$ cat src/hdl/fcr_map.svh
`ifndef FCR_MAP_SVH
`define FCR_MAP_SVH

// Register indices; byte address is four times the index
`define FCR_IDX_A_TAP8      14'h0427
`define FCR_IDX_A_TAP9      14'h0429
`define FCR_IDX_B_TAP1      14'h0448
`define FCR_IDX_B_TAP2      14'h044A
`define FCR_IDX_B_TAP3      14'h044C
`define FCR_IDX_CHAN_MODE   14'h0460
`define FCR_IDX_UPD_STATUS  14'h0461

// Field positions
`define FCR_COEFF_MSB       11
`define FCR_COEFF_LSB       0
`define FCR_RESV_MSB        15
`define FCR_RESV_LSB        12
`define FCR_MODE_SINGLE_BIT 0

// Reset values
`define FCR_COEFF_RESET     16'h0000
`define FCR_MODE_RESET      1'b0
`define FCR_UPD_RESET       5'h00

`endif

$ cat src/hdl/fcr_pkg.sv
package fcr_pkg;

    typedef logic        [15:0] fcr_word_t;
    typedef logic signed [11:0] fcr_tap_t;

    typedef struct packed {
        logic        sel;
        logic        enable;
        logic        write;
        logic [15:0] addr;
        logic [31:0] wdata;
        logic [3:0]  strb;
    } fcr_apb_req_s;

    typedef struct packed {
        logic [31:0] rdata;
        logic        ready;
        logic        slverr;
    } fcr_apb_rsp_s;

    typedef struct packed {
        fcr_tap_t a_tap8;
        fcr_tap_t a_tap9;
        fcr_tap_t b_tap1;
        fcr_tap_t b_tap2;
        fcr_tap_t b_tap3;
    } fcr_taps_s;

    typedef enum logic [2:0] {
        FCR_SEL_NONE   = 3'b000,
        FCR_SEL_A_TAP8 = 3'b001,
        FCR_SEL_A_TAP9 = 3'b010,
        FCR_SEL_B_TAP1 = 3'b011,
        FCR_SEL_B_TAP2 = 3'b100,
        FCR_SEL_B_TAP3 = 3'b101,
        FCR_SEL_MODE   = 3'b110,
        FCR_SEL_STATUS = 3'b111
    } fcr_sel_e;

    typedef enum logic [1:0] {
        FCR_APB_IDLE = 2'b00,
        FCR_APB_RESP = 2'b01
    } fcr_apb_state_e;

endpackage

$ cat src/hdl/fcr_coeff_reg.sv
`timescale 1ns/1ps
`include "fcr_map.svh"

module fcr_coeff_reg
    import fcr_pkg::*;
(
    input  wire logic      clk_i,
    input  wire logic      rst_i,
    input  wire logic      we_i,
    input  wire logic [1:0] strb_i,
    input  wire fcr_word_t wdata_i,
    output fcr_word_t      value_o,
    output fcr_word_t      rdback_o
);

    fcr_word_t value;
    fcr_word_t next_value;

    always_comb begin
        next_value = value;
        if (we_i) begin
            if (strb_i[0]) begin
                next_value[7:0] = wdata_i[7:0];
            end
            if (strb_i[1]) begin
                next_value[15:8] = wdata_i[15:8];
            end
        end
    end

    always_ff @(posedge clk_i or posedge rst_i) begin
        if (rst_i) begin
            value <= `FCR_COEFF_RESET;
        end else begin
            value <= next_value;
        end
    end

    assign value_o = value;

    // Sign bit reads back as zero; the filter still sees the stored bit
    always_comb begin
        rdback_o = value;
        rdback_o[`FCR_COEFF_MSB] = 1'b0;
    end

endmodule // fcr_coeff_reg

$ cat src/hdl/fcr_apb_slave.sv
`timescale 1ns/1ps

module fcr_apb_slave
    import fcr_pkg::*;
(
    input  wire logic         clk_i,
    input  wire logic         rst_i,
    input  wire fcr_apb_req_s req_i,
    input  wire logic [31:0]  rd_data_i,
    input  wire logic         hit_i,
    output logic              wr_pulse_o,
    output logic              rd_pulse_o,
    output fcr_apb_rsp_s      rsp_o
);

    fcr_apb_state_e state;
    fcr_apb_state_e next_state;
    fcr_apb_rsp_s   rsp;
    fcr_apb_rsp_s   next_rsp;
    logic           access;

    assign access = req_i.sel & req_i.enable;

    // One wait state: read data captured in the first access cycle
    always_comb begin
        next_state = state;
        next_rsp   = rsp;
        wr_pulse_o = 1'b0;
        rd_pulse_o = 1'b0;
        case (state)
            FCR_APB_IDLE: begin
                next_rsp.ready  = 1'b0;
                next_rsp.slverr = 1'b0;
                if (access) begin
                    next_state      = FCR_APB_RESP;
                    next_rsp.ready  = 1'b1;
                    next_rsp.slverr = ~hit_i;
                    next_rsp.rdata  = (hit_i && !req_i.write) ? rd_data_i : 32'h00000000;
                end
            end
            FCR_APB_RESP: begin
                next_state      = FCR_APB_IDLE;
                next_rsp.ready  = 1'b0;
                next_rsp.slverr = 1'b0;
                if (access) begin
                    wr_pulse_o = req_i.write & hit_i;
                    rd_pulse_o = ~req_i.write & hit_i;
                end
            end
            default: begin
                next_state = FCR_APB_IDLE;
                next_rsp   = '0;
            end
        endcase
    end

    always_ff @(posedge clk_i or posedge rst_i) begin
        if (rst_i) begin
            state <= FCR_APB_IDLE;
            rsp   <= '0;
        end else begin
            state <= next_state;
            rsp   <= next_rsp;
        end
    end

    assign rsp_o = rsp;

endmodule // fcr_apb_slave

$ cat src/hdl/fcr_top.sv
// Function
// - Each coefficient register keeps its tap weight in bits 11:0 as a signed two's complement number.
// - Bits 15:12 of each coefficient register are plain read/write storage that resets to zero.
// - A software read returns bit 11 of the coefficient as zero while the filter uses the full value.
// - Index 0x427 feeds the eighth tap of filter A in dual mode and of the single filter in single mode.
// - Index 0x429 feeds the ninth and last tap of filter A in dual mode and of the single filter in single mode.
// - Index 0x448 feeds the first tap of filter B, used only in dual mode.
// - Index 0x44A feeds the second tap of filter B in dual mode.
// - Index 0x44C feeds the third tap of filter B in dual mode.
// - Every coefficient register resets to zero so its tap starts with zero weight.
// - Each filter has nine taps, the fifth an 18-bit centre tap and the others 12-bit.
//
// The APB slave port was chosen for this implementation.
`timescale 1ns/1ps
`include "fcr_map.svh"

module fcr_top
    import fcr_pkg::*;
(
    input  wire logic        CLOCK_I,
    input  wire logic        RST_I,
    input  wire logic        PSEL_I,
    input  wire logic        PENABLE_I,
    input  wire logic        PWRITE_I,
    input  wire logic [15:0] PADDR_I,
    input  wire logic [31:0] PWDATA_I,
    input  wire logic [3:0]  PSTRB_I,
    output logic      [31:0] PRDATA_O,
    output logic             PREADY_O,
    output logic             PSLVERR_O,
    output logic             SINGLE_MODE_O,
    output fcr_tap_t         FILT_A_TAP8_O,
    output fcr_tap_t         FILT_A_TAP9_O,
    output fcr_tap_t         FILT_B_TAP1_O,
    output fcr_tap_t         FILT_B_TAP2_O,
    output fcr_tap_t         FILT_B_TAP3_O
);

    localparam int NUM_COEFF = 5;

    fcr_apb_req_s req;
    fcr_apb_rsp_s rsp;
    fcr_sel_e     sel;
    logic         hit;
    logic         wr_pulse;
    logic         rd_pulse;
    logic [31:0]  rd_data;

    fcr_word_t    coeff_val    [NUM_COEFF];
    fcr_word_t    coeff_rdback [NUM_COEFF];
    logic         coeff_we     [NUM_COEFF];

    logic         single_mode;
    logic         next_single_mode;
    logic [4:0]   upd_status;
    logic [4:0]   next_upd_status;

    fcr_taps_s    taps;
    fcr_taps_s    next_taps;

    // Byte address is index times four; misaligned addresses do not hit
    function automatic fcr_sel_e decode_addr(input logic [15:0] addr);
        fcr_sel_e s;
        s = FCR_SEL_NONE;
        if (addr[1:0] == 2'b00) begin
            case (addr[15:2])
                `FCR_IDX_A_TAP8:     s = FCR_SEL_A_TAP8;
                `FCR_IDX_A_TAP9:     s = FCR_SEL_A_TAP9;
                `FCR_IDX_B_TAP1:     s = FCR_SEL_B_TAP1;
                `FCR_IDX_B_TAP2:     s = FCR_SEL_B_TAP2;
                `FCR_IDX_B_TAP3:     s = FCR_SEL_B_TAP3;
                `FCR_IDX_CHAN_MODE:  s = FCR_SEL_MODE;
                `FCR_IDX_UPD_STATUS: s = FCR_SEL_STATUS;
                default:             s = FCR_SEL_NONE;
            endcase
        end
        return s;
    endfunction

    // Slot of a coefficient register in the storage array
    function automatic logic [2:0] coeff_slot(input fcr_sel_e s);
        logic [2:0] n;
        case (s)
            FCR_SEL_A_TAP8: n = 3'h0;
            FCR_SEL_A_TAP9: n = 3'h1;
            FCR_SEL_B_TAP1: n = 3'h2;
            FCR_SEL_B_TAP2: n = 3'h3;
            FCR_SEL_B_TAP3: n = 3'h4;
            default:        n = 3'h7;
        endcase
        return n;
    endfunction

    // Low twelve bits as a signed tap weight
    function automatic fcr_tap_t tap_of(input fcr_word_t w);
        return fcr_tap_t'(w[`FCR_COEFF_MSB:`FCR_COEFF_LSB]);
    endfunction

    always_comb begin
        req.sel    = PSEL_I;
        req.enable = PENABLE_I;
        req.write  = PWRITE_I;
        req.addr   = PADDR_I;
        req.wdata  = PWDATA_I;
        req.strb   = PSTRB_I;
    end

    assign sel = decode_addr(PADDR_I);
    assign hit = (sel != FCR_SEL_NONE);

    fcr_apb_slave u_apb (
        .clk_i      (CLOCK_I),
        .rst_i      (RST_I),
        .req_i      (req),
        .rd_data_i  (rd_data),
        .hit_i      (hit),
        .wr_pulse_o (wr_pulse),
        .rd_pulse_o (rd_pulse),
        .rsp_o      (rsp)
    );

    always_comb begin
        for (int i = 0; i < NUM_COEFF; i++) begin
            coeff_we[i] = wr_pulse && (coeff_slot(sel) == 3'(i));
        end
    end

    for (genvar g = 0; g < NUM_COEFF; g++) begin : g_coeff
        fcr_coeff_reg u_reg (
            .clk_i    (CLOCK_I),
            .rst_i    (RST_I),
            .we_i     (coeff_we[g]),
            .strb_i   (PSTRB_I[1:0]),
            .wdata_i  (PWDATA_I[15:0]),
            .value_o  (coeff_val[g]),
            .rdback_o (coeff_rdback[g])
        );
    end

    // Read mux; bits above the 16-bit register read as zero
    always_comb begin
        rd_data = 32'h00000000;
        case (sel)
            FCR_SEL_A_TAP8: rd_data[15:0] = coeff_rdback[0];
            FCR_SEL_A_TAP9: rd_data[15:0] = coeff_rdback[1];
            FCR_SEL_B_TAP1: rd_data[15:0] = coeff_rdback[2];
            FCR_SEL_B_TAP2: rd_data[15:0] = coeff_rdback[3];
            FCR_SEL_B_TAP3: rd_data[15:0] = coeff_rdback[4];
            FCR_SEL_MODE:   rd_data[`FCR_MODE_SINGLE_BIT] = single_mode;
            FCR_SEL_STATUS: rd_data[4:0] = upd_status;
            default:        rd_data = 32'h00000000;
        endcase
    end

    // Channel mode and sticky update flags; a new write beats clear-on-read
    always_comb begin
        next_single_mode = single_mode;
        next_upd_status  = upd_status;
        if (wr_pulse && sel == FCR_SEL_MODE && PSTRB_I[0]) begin
            next_single_mode = PWDATA_I[`FCR_MODE_SINGLE_BIT];
        end
        if (rd_pulse && sel == FCR_SEL_STATUS) begin
            next_upd_status = 5'h00;
        end
        for (int i = 0; i < NUM_COEFF; i++) begin
            if (coeff_we[i]) begin
                next_upd_status[i] = 1'b1;
            end
        end
    end

    always_ff @(posedge CLOCK_I or posedge RST_I) begin
        if (RST_I) begin
            single_mode <= `FCR_MODE_RESET;
            upd_status  <= `FCR_UPD_RESET;
        end else begin
            single_mode <= next_single_mode;
            upd_status  <= next_upd_status;
        end
    end

    // Tap outputs registered; filter B held at zero weight in single mode
    always_comb begin
        next_taps.a_tap8 = tap_of(coeff_val[0]);
        next_taps.a_tap9 = tap_of(coeff_val[1]);
        next_taps.b_tap1 = tap_of(coeff_val[2]);
        next_taps.b_tap2 = tap_of(coeff_val[3]);
        next_taps.b_tap3 = tap_of(coeff_val[4]);
        if (single_mode) begin
            next_taps.b_tap1 = '0;
            next_taps.b_tap2 = '0;
            next_taps.b_tap3 = '0;
        end
    end

    always_ff @(posedge CLOCK_I or posedge RST_I) begin
        if (RST_I) begin
            taps <= '0;
        end else begin
            taps <= next_taps;
        end
    end

    assign PRDATA_O      = rsp.rdata;
    assign PREADY_O      = rsp.ready;
    assign PSLVERR_O     = rsp.slverr;
    assign SINGLE_MODE_O = single_mode;
    assign FILT_A_TAP8_O = taps.a_tap8;
    assign FILT_A_TAP9_O = taps.a_tap9;
    assign FILT_B_TAP1_O = taps.b_tap1;
    assign FILT_B_TAP2_O = taps.b_tap2;
    assign FILT_B_TAP3_O = taps.b_tap3;

endmodule // fcr_top

$ cat config.mk
export PLATFORM = sky130hd
export DESIGN_NAME = fcr_top
export DESIGN_NICKNAME = d
export VERILOG_FILES = /design/src/hdl/fcr_pkg.sv /design/src/hdl/fcr_coeff_reg.sv /design/src/hdl/fcr_apb_slave.sv /design/src/hdl/fcr_top.sv
export VERILOG_INCLUDE_DIRS = /design/src /design/src/hdl
export SDC_FILE = /design/constraint.sdc
export NUM_CORES = 1
export LEC_CHECK = 0
export ABC_AREA = 0
export BUFFER_PORTS_ARGS = -buffer_cell sky130_fd_sc_hd__buf_2
export CAP_MARGIN = 20
export CORE_MARGIN = 1.5
export CORE_UTILIZATION = 51
export DETAILED_ROUTE_END_ITERATION = 8
export GPL_TIMING_DRIVEN = 1
export PLACE_DENSITY_LB_ADDON = 0.08
export SLEW_MARGIN = 20
export SYNTH_ARGS = -nofsm -noshare
export SYNTH_HDL_FRONTEND = slang
export SYNTH_HIERARCHICAL = 1
export SYNTH_SLANG_ARGS = --single-unit
$ cat constraint.sdc
create_clock -name CLOCK_I -period 1.7 [get_ports CLOCK_I]
set_input_delay 0.17 -clock CLOCK_I [delete_from_list [all_inputs] [get_ports CLOCK_I]]
set_output_delay 0.17 -clock CLOCK_I [all_outputs]
set_load 0.1 [all_outputs]
==> metrics.md <==
| Metric | Value |
|---|---|
| Status | `complete, but fails checks` |
| Failing checks | `setup timing` |
| Maxcap violations | `0` |
| Initial Utilization | `52.24%` |
| Multi-input gate area | `3696 µm²` |
| CTS Buf Count | `17` |
| Worst hold path class | `primary input to flip-flop` |
| CP max FO | `8` |
| Syn_area_per_cell | `13.23 µm²` |
| Setup ws final | `-0.1779 ns` |
| Worst-skew pair later-pin latency | `0.43 ns` |
| Max VDD drop | `0.0007801 V` |
| Via count | `5,480` |
| Element type at the critical path end | `flip-flop` |
| Hold Fails Final Rpt | `0` |
| Die H | `130.6 µm` |
| Final slew viol count | `0` |
| Skew final | `0.008132 ns` |
| Core area | `15,890 µm²` |
| CTS max path bufs | `2` |
| Crit path kind | `primary input to flip-flop` |
| RSZ-0062 raised after global routing | `true` |
| CP arrival | `2.19 ns` |
| Post-Syn Instances | `627` |
| Vias in the first global route | `5,621` |
| Non-Filler Instances | `1,016` |
| Drt wl/cell | `20.39 µm` |
| CTS root buf | `clkbuf_16` |
| Inst Count DP | `959` |
| Register area | `4531 µm²` |
| Met3 GRT Util | `4.723%` |
| Routability cong. | `0.9583` |
| Post-Route Setup TNS | `-9.826 ns` |
| Die area | `17,040 µm²` |
| Filler cell count | `1,199` |
| Worst setup SP type | `primary input` |
| H-tree depth | `4` |
| Final setup viols | `91` |
| GRT Util Overall | `25.05%` |
| Synth warn | `6` |
| Busiest grt layer | `met2` |
| Worst-Margin Slew | `0.8511 ns` |
| Rows | `46` |
| Total wire length | `20,720 µm` |
| Residual DRC | `0` |
| Grt ovf | `0` |
| Iteration count of the initial detailed-routing pass | `4` |
| Met1 Track Usage GR | `32.73%` |
| TritonCTS clock tree | `done` |
| Peak Freq | `0.5325 GHz` |
| GR Layer Usage met2 | `42.88%` |
| Period Utilization, post-route | `110.5%` |
| Diodes inserted | `0` |
| Pwr dens | `829.7 nW/µm²` |
| Initial antenna violation count | `0` |
| WHS | `0.02537 ns` |
| Lkg Pwr | `5.713 nW` |
| Share of cells above drive strength 1 | `55.75%` |
| Post-DP HPWL | `14,250 µm` |
| Worst EP required | `2.01 ns` |
| Final #Nets | `844` |
| Ports | `152` |
| Clock transition at path regs | `0.06 ns` |
| Largest net degree at the start of global routing | `41` |
| Min cycle time layout | `1.878 ns` |
| Detailed Route Iter0 Violations | `285` |
| CTS sink count | `181` |
| First-pass GRT wire length | `31,490 µm` |
| Vias per cell | `5.394` |
| Antenna Nets Post-Route | `0` |
| Die width | `130.6 µm` |
| Slew Limit Headroom | `43.19%` |
| Mapped Area | `8298 µm²` |
| P&R area growth vs syn | `28.20%` |
| IO Port Bufs | `133` |
==> metrics by stage <==
| stage | total power (W) | area [µm²] | worst slack, ns | util [%] |
|---|---|---|---|---|
| after floorplan | 0.004624 | 8483 | -0.6620 | - |
| after global placement | 0.004788 | 9219 | -0.6738 | 58.03 |
| after detailed placement | 0.004797 | 9219 | -0.7344 | 58.03 |
| after CTS | 0.008865 | 10250 | -0.1247 | 64.54 |
| after global routing | 0.009110 | 10640 | -0.2323 | 66.97 |
| final | 0.008826 | 10640 | -0.1779 | 66.97 |
==> area by class of cell <==
type                    instances  share of cell area (%)
well taps                     216                   2.541
clock inverters                12                   1.423
inverters                       7                  0.2823
clock buffers                  20                   4.293
multi-input cells             364                   34.74
repair buffers                216                   14.13
flip-flops and latches        181                   42.59
==> worst paths after layout <==
path | start | to | slack, ns | cells after the start
worst max-delay path | PADDR_I[7] | g_coeff[0].u_reg/value_o[0] | -0.18 | 11
worst min-delay path | PWDATA_I[9] | g_coeff[1].u_reg/value_o[9] | 0.03 | 2
worst max register to register | u_apb/state[0] | g_coeff[0].u_reg/value_o[0] | -0.05 | 5
worst min register to register | g_coeff[0].u_reg/value_o[11] | FILT_A_TAP8_O[11] | 0.38 | 0
max in group asynchronous | RST_I | g_coeff[4].u_reg/value_o[1] | 0.62 | 3
min in group asynchronous | RST_I | u_apb/rsp_o[10] | 0.32 | 3
==> report_power, final <==
part	total (W)	internal, W	leakage, nW	switching [W]
Combinational	0.000477	0.000177	2.89	0.000300
Sequential	0.00431	0.00431	2.53	0.00000132
Clock	0.00404	0.00239	0.302	0.00164
Total	0.00883	0.00688	5.71	0.00195
==> registers in the layout, indices dropped and copies added, names as in the netlist <==
name / count
FILT_A_TAP8_O: 12
FILT_A_TAP9_O: 12
FILT_B_TAP1_O: 12
FILT_B_TAP2_O: 12
FILT_B_TAP3_O: 12
SINGLE_MODE_O: 1
g_coeff.u_reg/value_o: 80
u_apb/rsp_o: 34
u_apb/state: 1
upd_status: 5
==> cells in the final DEF (no fill, tap or decap), types with 5 or more instances in the layout <==
cell type / instances
clkbuf_16: 17
mux2i_1: 8
dfrtp_1: 180
a21o_1: 7
buf_4: 62
and3b_2: 6
nand3_1: 9
buf_2: 125
nand2_1: 13
clkinv_2: 5
conb_1: 21
nand2_8: 11
mux2_2: 82
nor2b_1: 37
mux2_4: 34
buf_12: 9
a22oi_2: 9
inv_1: 6
o221ai_1: 6
buf_6: 17
a21oi_1: 5
and3b_1: 28
nand4_1: 5
==> per-layer routing <==
layer / wire, µm / vias to the layer above
met5: 0 / -
met4: 340 / 0
met3: 910 / 31
met2: 10710 / 166
met1: 8759 / 2831
li1: - / 2452
==> worst max-delay path, cell delays in order <==
cell and delay, ns:
buf_12 0.11, nor3b_4 0.25, nor2_2 0.09, o31ai_4 0.32, nor2_4 0.07, a21oi_4 0.17
nand2_4 0.07, nor2_4 0.16, and4_4 0.33, nand2_8 0.11, mux2_4 0.32
==> timing repair <==
item                                    CTS  global route
endpoints found under the hold margin   125             0
cloned                                    0             1
resized for setup                        69            61
endpoints found under the setup margin   99           101
hold buffers                              1             0
buffers inserted                         11            14
pin swaps                                20            31
Power figures use the tool's default switching activity.
